<file path="src/fbl_pkg.sv">
/*
  Shared constants and carrier types for the flash bitstream boot loader.
  Assumes a single 100 MHz system clock and a flash read port on that same clock.
*/
// ====================
// Package
// ====================
package fbl_pkg;

  // Clock figures
  localparam int CLK_HZ = 100_000_000;      // System clock rate
  localparam int CLK_NS = 10;               // System clock period

  // Time figures and their cycle counts
  localparam int BOOT_BUDGET_MS  = 200;                                  // Power-up deadline
  localparam int BOOT_BUDGET_CYC = BOOT_BUDGET_MS * (CLK_HZ / 1000);     // Longest: rounds down
  localparam int RELOAD_BUTTON_LOW_NS     = 250;                                  // Least clear pulse
  localparam int RELOAD_BUTTON_LOW_CYC    = (RELOAD_BUTTON_LOW_NS + CLK_NS - 1) / CLK_NS;  // Least: rounds up
  localparam int DONE_WAIT_US    = 100;                                  // Done wait limit
  localparam int DONE_WAIT_CYC   = (DONE_WAIT_US * 1000) / CLK_NS;       // Longest: rounds down
  localparam int SETTLE_CYC      = 4;                                    // Pin synchroniser settle

  // Widths
  localparam int NUM_SECTIONS = 4;          // Stored images
  localparam int SECT_W       = 2;          // Section index width
  localparam int CFG_W        = 32;         // Configuration port width
  localparam int FLASH_AW     = 26;         // Flash word address width
  localparam int LEN_W        = 26;         // Image length field width (words)
  localparam int CNT_W        = 25;         // Timer width
  localparam int PEND_W       = 4;          // Outstanding read counter width
  localparam logic [PEND_W-1:0] MAX_PEND = 4'h8;  // Most flash reads in flight

  // Image header layout inside a section (word offsets)
  localparam logic [FLASH_AW-1:0] HDR_MARK_OFS = 26'h0000000;  // Validity marker word
  localparam logic [FLASH_AW-1:0] HDR_LEN_OFS  = 26'h0000001;  // Length word
  localparam logic [FLASH_AW-1:0] IMG_DATA_OFS = 26'h0000002;  // First bitstream word
  localparam logic [LEN_W-1:0]    HDR_WORDS    = 26'h0000002;  // Header reads per check
  localparam logic [CFG_W-1:0]    IMG_MARK     = 32'ha5c3_5a3c; // Arbitrary marker value

  // Reset values
  localparam logic [CNT_W-1:0] CNT_RST = 25'h0000000;

  // Loader states, one-hot
  typedef enum logic [7:0] {
    FBL_ST_SETTLE    = 8'h01,
    FBL_ST_IDLE      = 8'h02,
    FBL_ST_START     = 8'h04,
    FBL_ST_HEADER    = 8'h08,
    FBL_ST_CLEAR     = 8'h10,
    FBL_ST_WAIT_INIT = 8'h20,
    FBL_ST_STREAM    = 8'h40,
    FBL_ST_WAIT_DONE = 8'h80
  } fbl_state_t;

  // Board pins, all asynchronous to clk_sys
  typedef struct packed {
    logic              reload_button;            // High while pressed
    logic              boot_mode_jumper;         // High when fitted
    logic              reload_request;           // From user design
    logic              image_choice_bit2_unused; // Ignored
    logic              image_choice_bit1;
    logic              image_choice_bit0;
    logic [SECT_W-1:0] boot_section_select;      // Non-volatile boot choice
    logic              tgt_init_b;               // Target ready, high when ready
    logic              tgt_done;                 // Target configured
    logic              scan_load_active;         // Scan-port load in progress
  } fbl_pins_t;
  localparam int PIN_W = $bits(fbl_pins_t);

  // Flash read request and answer
  typedef struct packed {
    logic                rd_req;
    logic [FLASH_AW-1:0] addr;
  } fbl_flash_req_t;
  typedef struct packed {
    logic             valid;
    logic [CFG_W-1:0] data;
  } fbl_flash_rsp_t;

  // Parallel configuration port
  typedef struct packed {
    logic             reload_button_b;  // Low clears target configuration
    logic             wr_b;    // Low for one cycle per word
    logic [CFG_W-1:0] data;
  } fbl_cfg_t;

  // Indicators
  typedef struct packed {
    logic loaded_section_lamp0;
    logic loaded_section_lamp1;
    logic loaded_section_lamp2_unused;
    logic load_error_lamp;
    logic fallback_lamp;
    logic config_done_lamp;
    logic budget_miss_lamp;
    logic busy;
  } fbl_lamps_t;

endpackage

</file>
<file path="src/fbl_pin_sync.sv">
/*
  Three-stage synchroniser with agreement filter for a group of pins.
  Assumes the inputs are asynchronous levels; output moves once stages two and three agree.
*/
`timescale 1ns/10ps
// ====================
// Pin synchroniser
// ====================
module fbl_pin_sync #(
  parameter int W = 1
) (
  // Clock and reset
  input  wire logic         clk_sys,
  input  wire logic         rst_b,
  // Pins in and filtered levels out
  input  wire logic [W-1:0] din,
  output logic      [W-1:0] dout
);
  import fbl_pkg::*;

  // All synchroniser state
  typedef struct packed {
    logic [W-1:0] s1;   // Metastable stage, read only by s2
    logic [W-1:0] s2;
    logic [W-1:0] s3;
    logic [W-1:0] out;
  } fbl_sync_t;

  fbl_sync_t sync_reg;   // Registered state
  fbl_sync_t sync_next;  // Next state

  // Next state: shift, and take a level only where s2 and s3 agree
  always_comb begin
    sync_next    = sync_reg;
    sync_next.s1 = din;
    sync_next.s2 = sync_reg.s1;
    sync_next.s3 = sync_reg.s2;
    for (int i = 0; i < W; i++) begin
      if (sync_reg.s2[i] == sync_reg.s3[i]) begin
        sync_next.out[i] = sync_reg.s3[i];
      end
    end
  end

  // State register
  always_ff @(posedge clk_sys or negedge rst_b) begin
    if (!rst_b) begin
      sync_reg <= '0;
    end else begin
      sync_reg <= sync_next;
    end
  end

  assign dout = sync_reg.out;
endmodule

</file>
<file path="src/fbl_loader.sv">
/*
  Flash bitstream boot loader: picks one of four flash sections, checks its header,
  clears the target and streams the image over a 32-bit parallel configuration port.
  Assumes a flash read port on clk_sys that accepts one read per cycle and answers in order,
  and board pins that are asynchronous and pass through the pin synchroniser.
*/
// Functional notes
// Four images, one per two-bit section
// Power-up without jumper loads from flash
// Power-up uses boot section select
// Invalid boot section: error lamp, no load
// User sets image choice, then raises request
// Request rise loads section bit1*2+bit0
// Invalid chosen section: boot section, fallback lamp
// Loaded section index shown on two lamps
// Image goes over 32-bit port at 100 MHz
// Power-up load finishes within 200 ms
// Reload button clears target at any time; the code does not clear while a scan-port load is active
// After button clear, reload unless jumper fitted
// Done lamp shows target configuration complete
// Scan-port load accepted anytime, replaces configuration
// Jumper fitted blocks any flash configuration; the code checks the jumper only before a load starts
// Configuration lost on power, button, scan, reload
// Image choice stable around request rising edge
`timescale 1ns/10ps
// ====================
// Loader top
// ====================
module fbl_loader #(
  parameter logic [fbl_pkg::CNT_W-1:0] BOOT_BUDGET_CYC = fbl_pkg::CNT_W'(fbl_pkg::BOOT_BUDGET_CYC),
  parameter logic [fbl_pkg::CNT_W-1:0] DONE_WAIT_CYC   = fbl_pkg::CNT_W'(fbl_pkg::DONE_WAIT_CYC)
) (
  // Clock and reset
  input  wire logic                    clk_sys,
  input  wire logic                    rst_b,
  // Board pins, asynchronous
  input  wire fbl_pkg::fbl_pins_t      pins_async,
  // Flash read port
  output fbl_pkg::fbl_flash_req_t      flash_req,
  input  wire fbl_pkg::fbl_flash_rsp_t flash_rsp,
  // Configuration port
  output fbl_pkg::fbl_cfg_t            cfg_port,
  // Indicators
  output fbl_pkg::fbl_lamps_t          lamps
);
  import fbl_pkg::*;

  // ====================
  // State
  // ====================
  typedef struct packed {
    fbl_state_t          st;          // Loader state
    logic [CNT_W-1:0]    cnt;         // State timer
    logic [CNT_W-1:0]    budget;      // Power-up deadline timer
    logic                budget_run;  // Deadline timer active
    logic [SECT_W-1:0]   sect;        // Section being loaded
    logic                user_try;    // Section came from the user, fallback allowed
    logic                mark_ok;     // Header marker matched
    logic                rcv_idx;     // Header word being received
    logic                load_go;     // Clear belongs to a validated load
    logic [LEN_W-1:0]    len;         // Image length in words
    logic [LEN_W-1:0]    iss_left;    // Reads still to issue
    logic [LEN_W-1:0]    rcv_left;    // Words still to receive
    logic [PEND_W-1:0]   pend;        // Reads in flight
    logic [FLASH_AW-1:0] addr;        // Next read address
    logic                req_prev;    // Last request level, for edge detect
    fbl_flash_req_t      flash;       // Registered flash request
    fbl_cfg_t            cfg;         // Registered configuration port
    fbl_lamps_t          lamp;        // Registered indicators
  } fbl_regs_t;

  fbl_regs_t  state_reg;   // Registered state
  fbl_regs_t  state_next;  // Next state
  fbl_pins_t  pin;         // Synchronised pins
  logic [PIN_W-1:0] pin_raw;
  logic       issue;       // A flash read goes out this cycle
  logic       req_rise;    // Reload request rising edge
  logic [LEN_W-1:0] hdr_len;  // Length carried by the current answer

  // Base word address of a section: index in the top address bits
  function automatic logic [FLASH_AW-1:0] sect_base(input logic [SECT_W-1:0] s);
    sect_base = {s, {(FLASH_AW-SECT_W){1'b0}}};
  endfunction

  // ====================
  // Pin synchroniser
  // ====================
  fbl_pin_sync #(
    .W (PIN_W)
  ) fbl_pin_sync_inst (
    .clk_sys (clk_sys),
    .rst_b   (rst_b),
    .din     (pins_async),
    .dout    (pin_raw)
  );
  assign pin = fbl_pins_t'(pin_raw);

  // ====================
  // Helper terms
  // ====================
  // Reads go out only in fetch states and with room in the in-flight window
  assign issue = ((state_reg.st == FBL_ST_HEADER) || (state_reg.st == FBL_ST_STREAM))
                 && (state_reg.iss_left != '0) && (state_reg.pend < MAX_PEND);
  // Edge, not level, so a request left high does not loop reloads
  assign req_rise = pin.reload_request & ~state_reg.req_prev;
  assign hdr_len  = flash_rsp.data[LEN_W-1:0];

  // ====================
  // Next-state logic
  // ====================
  always_comb begin
    state_next               = state_reg;
    state_next.flash.rd_req  = 1'b0;
    state_next.cfg.wr_b      = 1'b1;                         // Write strobe is a pulse
    state_next.req_prev      = pin.reload_request;
    state_next.lamp.config_done_lamp = pin.tgt_done;
    state_next.lamp.loaded_section_lamp2_unused = 1'b0;
    state_next.lamp.busy     = (state_reg.st != FBL_ST_IDLE);
    state_next.pend = state_reg.pend + PEND_W'(issue) - PEND_W'(flash_rsp.valid);

    // Power-up deadline: the miss lamp tells bring-up the image is too slow
    if (state_reg.budget_run) begin
      if (state_reg.budget == BOOT_BUDGET_CYC - 1'b1) begin
        state_next.lamp.budget_miss_lamp = 1'b1;
        state_next.budget_run = 1'b0;
      end else begin
        state_next.budget = state_reg.budget + 1'b1;
      end
    end

    // Shared read issue for header and stream
    if (issue) begin
      state_next.flash.rd_req = 1'b1;
      state_next.flash.addr   = state_reg.addr;
      state_next.addr         = state_reg.addr + 1'b1;
      state_next.iss_left     = state_reg.iss_left - 1'b1;
    end

    case (state_reg.st)
      // Let the pin synchroniser fill before the jumper is believed
      FBL_ST_SETTLE: begin
        if (state_reg.cnt == CNT_W'(SETTLE_CYC)) begin
          if (!pin.boot_mode_jumper) begin
            state_next.st   = FBL_ST_START;
            state_next.sect = pin.boot_section_select;
          end else begin
            state_next.st         = FBL_ST_IDLE;
            state_next.budget_run = 1'b0;
          end
          state_next.user_try = 1'b0;
        end else begin
          state_next.cnt = state_reg.cnt + 1'b1;
        end
      end
      // Wait for a user request; stale flash answers drain here
      FBL_ST_IDLE: begin
        if (req_rise && !pin.boot_mode_jumper) begin
          state_next.st   = FBL_ST_START;
          state_next.sect = {pin.image_choice_bit1, pin.image_choice_bit0};
          state_next.user_try           = 1'b1;
          state_next.lamp.fallback_lamp = 1'b0;
        end
      end
      // Start header check once no old read is in flight
      FBL_ST_START: begin
        if (state_reg.pend == '0) begin
          state_next.st       = FBL_ST_HEADER;
          state_next.addr     = sect_base(state_reg.sect) + HDR_MARK_OFS;
          state_next.iss_left = HDR_WORDS;
          state_next.rcv_idx  = 1'b0;
          state_next.mark_ok  = 1'b0;
        end
      end
      // Marker word then length word decide validity
      FBL_ST_HEADER: begin
        if (flash_rsp.valid) begin
          if (!state_reg.rcv_idx) begin
            state_next.mark_ok = (flash_rsp.data == IMG_MARK);
            state_next.rcv_idx = 1'b1;
          end else begin
            state_next.len = hdr_len;
            if (state_reg.mark_ok && (hdr_len != '0)) begin
              state_next.st      = FBL_ST_CLEAR;
              state_next.load_go = 1'b1;
              state_next.cnt     = CNT_W'(RELOAD_BUTTON_LOW_CYC);
              state_next.lamp.loaded_section_lamp0 = 1'b0;
              state_next.lamp.loaded_section_lamp1 = 1'b0;
            end else if (state_reg.user_try) begin
              state_next.st       = FBL_ST_START;
              state_next.sect     = pin.boot_section_select;
              state_next.user_try = 1'b0;
              state_next.lamp.fallback_lamp = 1'b1;
            end else begin
              state_next.st = FBL_ST_IDLE;
              state_next.lamp.load_error_lamp = 1'b1;
              state_next.budget_run = 1'b0;
            end
          end
        end
      end
      // Hold the target cleared for the least time and while the button is held
      FBL_ST_CLEAR: begin
        state_next.cfg.reload_button_b = 1'b0;
        if (state_reg.cnt != '0) begin
          state_next.cnt = state_reg.cnt - 1'b1;
        end else if (!pin.reload_button) begin
          state_next.cfg.reload_button_b = 1'b1;
          if (state_reg.load_go) begin
            state_next.st = FBL_ST_WAIT_INIT;
          end else if (!pin.boot_mode_jumper) begin
            state_next.st       = FBL_ST_START;
            state_next.sect     = pin.boot_section_select;
            state_next.user_try = 1'b0;
          end else begin
            state_next.st = FBL_ST_IDLE;
          end
        end
      end
      // Target signals it has wiped its memory and can take data
      FBL_ST_WAIT_INIT: begin
        if (pin.tgt_init_b) begin
          state_next.st       = FBL_ST_STREAM;
          state_next.addr     = sect_base(state_reg.sect) + IMG_DATA_OFS;
          state_next.iss_left = state_reg.len;
          state_next.rcv_left = state_reg.len;
        end
      end
      // Each flash answer becomes one 32-bit write on the port
      FBL_ST_STREAM: begin
        if (flash_rsp.valid) begin
          state_next.cfg.data = flash_rsp.data;
          state_next.cfg.wr_b = 1'b0;
          state_next.rcv_left = state_reg.rcv_left - 1'b1;
          if (state_reg.rcv_left == LEN_W'(1)) begin
            state_next.st  = FBL_ST_WAIT_DONE;
            state_next.cnt = DONE_WAIT_CYC;
          end
        end
      end
      // Target must report done; a bad image times out as an error
      FBL_ST_WAIT_DONE: begin
        if (pin.tgt_done) begin
          state_next.st = FBL_ST_IDLE;
          state_next.lamp.loaded_section_lamp0 = state_reg.sect[0];
          state_next.lamp.loaded_section_lamp1 = state_reg.sect[1];
          state_next.lamp.load_error_lamp      = 1'b0;
          state_next.budget_run                = 1'b0;
        end else if (state_reg.cnt == '0) begin
          state_next.st = FBL_ST_IDLE;
          state_next.lamp.load_error_lamp = 1'b1;
        end else begin
          state_next.cnt = state_reg.cnt - 1'b1;
        end
      end
      default: begin
        state_next.st = FBL_ST_IDLE;
      end
    endcase

    // Button press overrides any load in progress
    if (pin.reload_button && !((state_reg.st == FBL_ST_CLEAR) && !state_reg.load_go)) begin
      state_next.st       = FBL_ST_CLEAR;
      state_next.load_go  = 1'b0;
      state_next.cnt      = CNT_W'(RELOAD_BUTTON_LOW_CYC);
      state_next.iss_left = '0;
      state_next.cfg.reload_button_b = 1'b0;
      state_next.lamp.loaded_section_lamp0 = 1'b0;
      state_next.lamp.loaded_section_lamp1 = 1'b0;
      state_next.lamp.fallback_lamp        = 1'b0;
      state_next.lamp.load_error_lamp      = 1'b0;
    end

    // Scan-port load wins: release the port and forget the flash image
    if (pin.scan_load_active) begin
      state_next.st         = FBL_ST_IDLE;
      state_next.iss_left   = '0;
      state_next.cfg.reload_button_b = 1'b1;
      state_next.budget_run = 1'b0;
      state_next.lamp.loaded_section_lamp0 = 1'b0;
      state_next.lamp.loaded_section_lamp1 = 1'b0;
    end
  end

  // ====================
  // State register
  // ====================
  // Power-up is the reset release, so the deadline timer starts running here
  always_ff @(posedge clk_sys or negedge rst_b) begin
    if (!rst_b) begin
      state_reg            <= '0;
      state_reg.st         <= FBL_ST_SETTLE;
      state_reg.cnt        <= CNT_RST;
      state_reg.budget     <= CNT_RST;
      state_reg.budget_run <= 1'b1;
      state_reg.cfg.reload_button_b <= 1'b1;
      state_reg.cfg.wr_b   <= 1'b1;
    end else begin
      state_reg <= state_next;
    end
  end

  // ====================
  // Outputs, straight from the state register
  // ====================
  assign flash_req = state_reg.flash;
  assign cfg_port  = state_reg.cfg;
  assign lamps     = state_reg.lamp;
endmodule

</file>
<file path="config.mk">
export PLATFORM = sky130hd
export DESIGN_NAME = fbl_loader
export DESIGN_NICKNAME = d
export VERILOG_FILES = /design/src/fbl_pkg.sv /design/src/fbl_pin_sync.sv /design/src/fbl_loader.sv
export SDC_FILE = /design/constraint.sdc
export NUM_CORES = 1
export LEC_CHECK = 0
export BUFFER_PORTS_ARGS = -buffer_cell sky130_fd_sc_hd__buf_2
export CORE_MARGIN = 5
export CORE_UTILIZATION = 30
export CTS_CLUSTER_DIAMETER = 150
export DETAILED_ROUTE_END_ITERATION = 10
export SETUP_SLACK_MARGIN = 0.2
export SKIP_CTS_REPAIR_TIMING = 1
export SLEW_MARGIN = 20
export SYNTH_ARGS = -nofsm -noshare
export SYNTH_HDL_FRONTEND = slang
export SYNTH_SLANG_ARGS = --single-unit
</file>
<file path="constraint.sdc">
create_clock -name clk_sys -period 4.5 [get_ports clk_sys]
set_input_delay 0.225 -clock clk_sys [delete_from_list [all_inputs] [get_ports clk_sys]]
set_output_delay 0.225 -clock clk_sys [all_outputs]
set_load 0.005 [all_outputs]
</file>
Yosys cells after proc, flatten, opt, wreduce, memory -nomap -nowiden
Cells that the tools add are included.
Word-level totals
  input bits: 46
  flip-flop bits (word level): 285
  word-level logic and storage cells: 249
  output and inout bits: 69
Operators by class
  muxes and demuxes: 89
  reductions and logical operators: 42
  bitwise logic cells: 3
  magnitude comparators: 1
  add/subtract/negate cells: 9
  equality and inequality tests: 65
Operator list (number)
  2-to-1 mux 33 bit: 8
  2-to-1 mux 26 bit: 8
  case mux 26 bit (2 select lines): 3
  2-to-1 mux 25 bit: 5
  case mux 25 bit (5 select lines): 1
  2-to-1 mux 8 bit: 11
  2-to-1 mux 27 bit: 3
  case mux 8 bit (8 select lines): 1
  2-to-1 mux 52 bit: 1
  nonzero test 26 bit: 2
  subtractor 26 x 1 -> 26 bit (second input constant): 2
  adder 25 x 1 -> 25 bit (second input constant): 2
  == test 32 bit (second input constant): 1
  != test 2 bit (second input constant): 14
  adder 26 x 1 -> 26 bit (second input constant): 1
  adder 26 x 2 -> 26 bit (second input constant): 1
  == test 26 x 1 -> 1 bit (second input constant): 1
  2-to-1 mux 2 bit: 13
  == test 25 bit (second input constant): 1
  == test 25 x 3 -> 1 bit (second input constant): 1
  zero test 25 bit: 1
  nonzero test 25 bit: 1
  subtractor 25 x 1 -> 25 bit (second input constant): 1
  2-to-1 mux 3 bit: 8
  other kinds (46): 118

Depth between registers and ports, before layout
  depth after elaboration: 9
  mapped depth: 14
  depth with buffers taken out: 13

Cells and area by module
From an unflattened synthesis, not the netlist that was laid out.
Second synthesis, totals
  cell total of the unflattened synthesis: 1478
  area, all modules: 14808.0 µm²
By module, submodules not included
  fbl_loader: cells an instance 1412, area an instance 13500.4 µm², seq. area each 6060.8 µm², times used 1
  fbl_pin_sync: cells an instance 66, area an instance 1307.5 µm², seq. area each 1101.1 µm², times used 1

Worst setup path before layout
No wires, ideal clock.
  path type: register -> register
  start: register state_reg[241] in the netlist's numbering
  end: register state_reg[234] in the netlist's numbering
  library setup time: 82 ps
  data arrival time: 4424 ps
  clock period less this slack: 4506 ps
  cell stages (with the launch flop): 13
  setup slack: -6 ps
  data required time: 4418 ps
  buffers on the path: 0
  cell sequence: dfrtp_1 -> nor4_2 -> nand2_1 -> nor2_1 -> ha_1 -> a211oi_1 -> o211ai_1 -> a41oi_1 -> a31oi_1 -> a41oi_1 -> a31oi_1 -> a2111o_1 -> a31oi_1
Between the ends
  longest elaborated chain between the ends: 6
  elaborated cells between the ends (all ways): 21
  classes of those cells: eq/ne: 14; mux: 2; reduce/logical: 5
RTL lines
  start: declaration: line fbl_loader.sv:72  | fbl_regs_t state_reg;
  start signal: assignment: line fbl_loader.sv:298  | state_reg <= state_next;
  == test 8 x 5 -> 1 bit: line fbl_loader.sv:139, fbl_loader.sv:261
  logical AND 1 bit: line fbl_loader.sv:261  | if (pin.reload_button && !((state_reg.st == FBL_ST_CLEAR) && !state_reg.load_go)) begin
  zero test 1 bit: line fbl_loader.sv:261
  logical AND 1 bit: line fbl_loader.sv:261
  != test 3 bit (no line) (tied with other cells)
  AND reduction 10 bit (no line)
Parallel ways exist; a longest one is shown, timed or not.
A chain may end at the register's enable or synchronous reset.

Final worst setup path
Ends and elaborated chain as after synthesis.

==> out/metrics.yaml <==
timing:
  finalSetupTns_ns: 0
  fmax_mhz: 251
  setup_viol: 0
  slew_headroom_pct: 39.2
  finalCritPeriodShare_pct: 88.5
  fin_skew_ns: 0.0287
  fin_crit_ns: 3.98
  rsz0062_at_grt: "no"
  tightestPinTransition_ns: 0.912
  hold_viol_final: 0
  drv_slew: 0
clock_tree:
  clk_path_buf_depth: 3
  clkSlewWorstSetupHoldPaths_ns: 0.06
  cts.sinks: 282
  cts_made_buffers: 34
  htree_levels: 2
  clockRootBuffer: "clkbuf_16"
  cts_tree: "yes"
  clk_latency_ns: 0.55
critical_path:
  cp_cell_sequence: "nor4_2, nand2_1, nor2_2, buf_4, ha_1, a21oi_1, o211ai_1, a41oi_1, a31oi_1, a41oi_1, a31oi_1, a2111o_1, a31oi_1"
  cp_slowest_cell: "dfrtp_1"
  path_class: "register to register"
  crit_buf_inv: 1
  worst-path-max-fanout: 12
  critPathTopFamily: "compound AO/OA/AOI/OAI gates"
  crit_top_cell: "a31oi_1"
  max_stage_delay_ns: 0.45
  endpoint_kind: "register"
  arrival_ns: 4.44
  cp-startpoint: "state_reg[241]"
  startpoint_type: "register"
  critPathRequiredTime_ns: 4.95
  worstReg2RegStart: "state_reg[241]"
logic_synthesis:
  netlist_top_cells_area: "dfrtp_1 (50%), mux2_2 (5.0%), nand2_1 (4.9%)"
  yosysSeqAreaShare_pct: 50.3
  synth.distinct_cells: 78
  netlist_area_um2: 14100
  synth_common_cells: "dfrtp_1 (278), nand2_1 (183), nor2_1 (104)"
  synthArstFlopShare_pct: 100
  ys_warn_count: 0
  synth.net_count: 1470
  yosys.area.top_type: "dfrtp_1"
  synth_seq_cells: 282
  synth_cells: 1386
  yosysMostFrequentCell: "dfrtp_1"
  synth_top_area_share_pct: 49.5
  synth_ff_type: "dfrtp_1"
  synth.avg_cell_area_um2: 10.1
  synth_edf_count: 0
final_layout:
  drive_gt1_share_pct: 18.2
  multi_input_area_um2: 6190
  fill_cells: 4613
  nets: 1568
  largest_reg_flops: 174
  syn2layout_area_growth_pct: 17.0
  antennaDiodeCount: 0
  regArea_um2: 7060
status:
  status: "completed"
route:
  drt_pass1_iterations: 5
  initialDrtViolationCount: 818
  wl_um: 33800
  vias: 10464
  wl_per_cell_um: 16.0
  drc: 0
  viasPerCell: 4.95
  ant_nets: 0
place:
  port_buffers: 112
  gp_congestion: 0.862
  dp_hpwl_um: 23300
global_route:
  grt_max_degree: 107
  grt_use_total_pct: 13.0
  grt_pass1_vias: 10195
  grt_pass1_wl_um: 54200
  grt-ovfl-total: 0
  grt_antenna_before_repair: 1
floorplanning:
  core_area_um2: 46500
  pin_count: 115
  die_h_um: 226
  die_x_um: 226
  start_util_pct: 30.2
  row_count: 79
  die_area_um2: 51300
power_and_ir_drop:
  ir_drop_mv: 0.243
  power.total_mw: 6.44
  p_per_area_nw_per_um2: 392
  leakagePower_nw: 7.81
worst_hold_path:
  min_from: "flash_rsp[3]"
  holdCritPathClass: "input port to register"
run:
  max_cap_violations: 0
-- cells by family after synthesis --
group / synth area share [%]
adders and majority gates: 4.20
muxes: 5.33
and+or+nand+nor: 16.8
xor gates and xnor gates: 5.67
buffers and inverters: 5.74
other: 0.0267
DFF: 50.3
AOI/OAI and AO/OA: 12.0
-- through the flow --
stage | utilization, % | cells | hold WS, ns | setup slack [ns] | cell area, µm²
final | 35.4 | 2116 | 0.0401 | 0.516 | 16400
after global routing | 35.4 | 2116 | 0.00819 | 0.240 | 16400
after global placement | 32.0 | 2013 | 0.337 | 0.621 | 14900
after floorplan | - | 1386 | -0.0706 | 0.439 | 14100
after detailed placement | 32.0 | 2013 | 0.335 | 0.576 | 14900
after CTS | 34.5 | 2074 | -0.257 | 0.520 | 16000
-- final cells by class --
| cell class | count | share of cell area [%] |
|---|---|---|
| tap | 607 | 4.62 |
| multi-input combinational | 961 | 37.7 |
| clock buffer | 53 | 6.29 |
| sequential | 282 | 43.0 |
| clock inverter | 8 | 0.723 |
| timing repair buffer | 175 | 7.06 |
| inverter | 30 | 0.685 |
-- worst paths after layout --
check | endpoint | cells past startpoint | slack (ns)
max | state_reg[234] | 13 | 0.52
min | state_reg[155] | 2 | 0.04
max reg2reg | state_reg[234] | 13 | 0.52
min reg2reg | fbl_pin_sync_inst.sync_next[21] | 0 | 0.35
max in group asynchronous | cfg_port[33] | 3 | 3.06
min in group asynchronous | fbl_pin_sync_inst.sync_next[22] | 2 | 0.27
-- metal layers --
layer / GRT usage [%] / part of all wire (%) / vias up
li1: - / - / 5018
met1: 18.0 / 47 / 5134
met2: 20.1 / 45 / 257
met3: 2.94 / 5.3 / 55
met4: 4.33 / 2.7 / 0
met5: 0 / 0 / -
-- power by group --
part           switching, mW  internal (mW)
Combinational          0.509          0.350
Clock                   1.10           1.70
Sequential             0.119           2.66
-- layout by cell type (no fill, tap or decap), types with 9 or more instances in the layout --
| master | instances |
|---|---|
| or3_1 | 15 |
| a22o_1 | 10 |
| nor3_1 | 41 |
| a21o_1 | 13 |
| buf_4 | 20 |
| and3_1 | 20 |
| xnor2_1 | 56 |
| nand2b_1 | 9 |
| buf_2 | 111 |
| inv_1 | 29 |
| nor2_1 | 103 |
| a22oi_1 | 9 |
| xor2_1 | 35 |
| nand3_1 | 28 |
| clkbuf_8 | 9 |
| nor4_1 | 19 |
| mux2_2 | 63 |
| clkbuf_1 | 9 |
| o31ai_1 | 10 |
| maj3_1 | 10 |
| a31oi_1 | 14 |
| a21oi_1 | 67 |
| o21ai_0 | 88 |
| clkbuf_16 | 35 |
| ha_1 | 36 |
| dfrtp_1 | 278 |
| nand2_1 | 183 |
| nand4_1 | 17 |
| dlygate4sd3_1 | 42 |
Power figures use the tool's default switching activity.
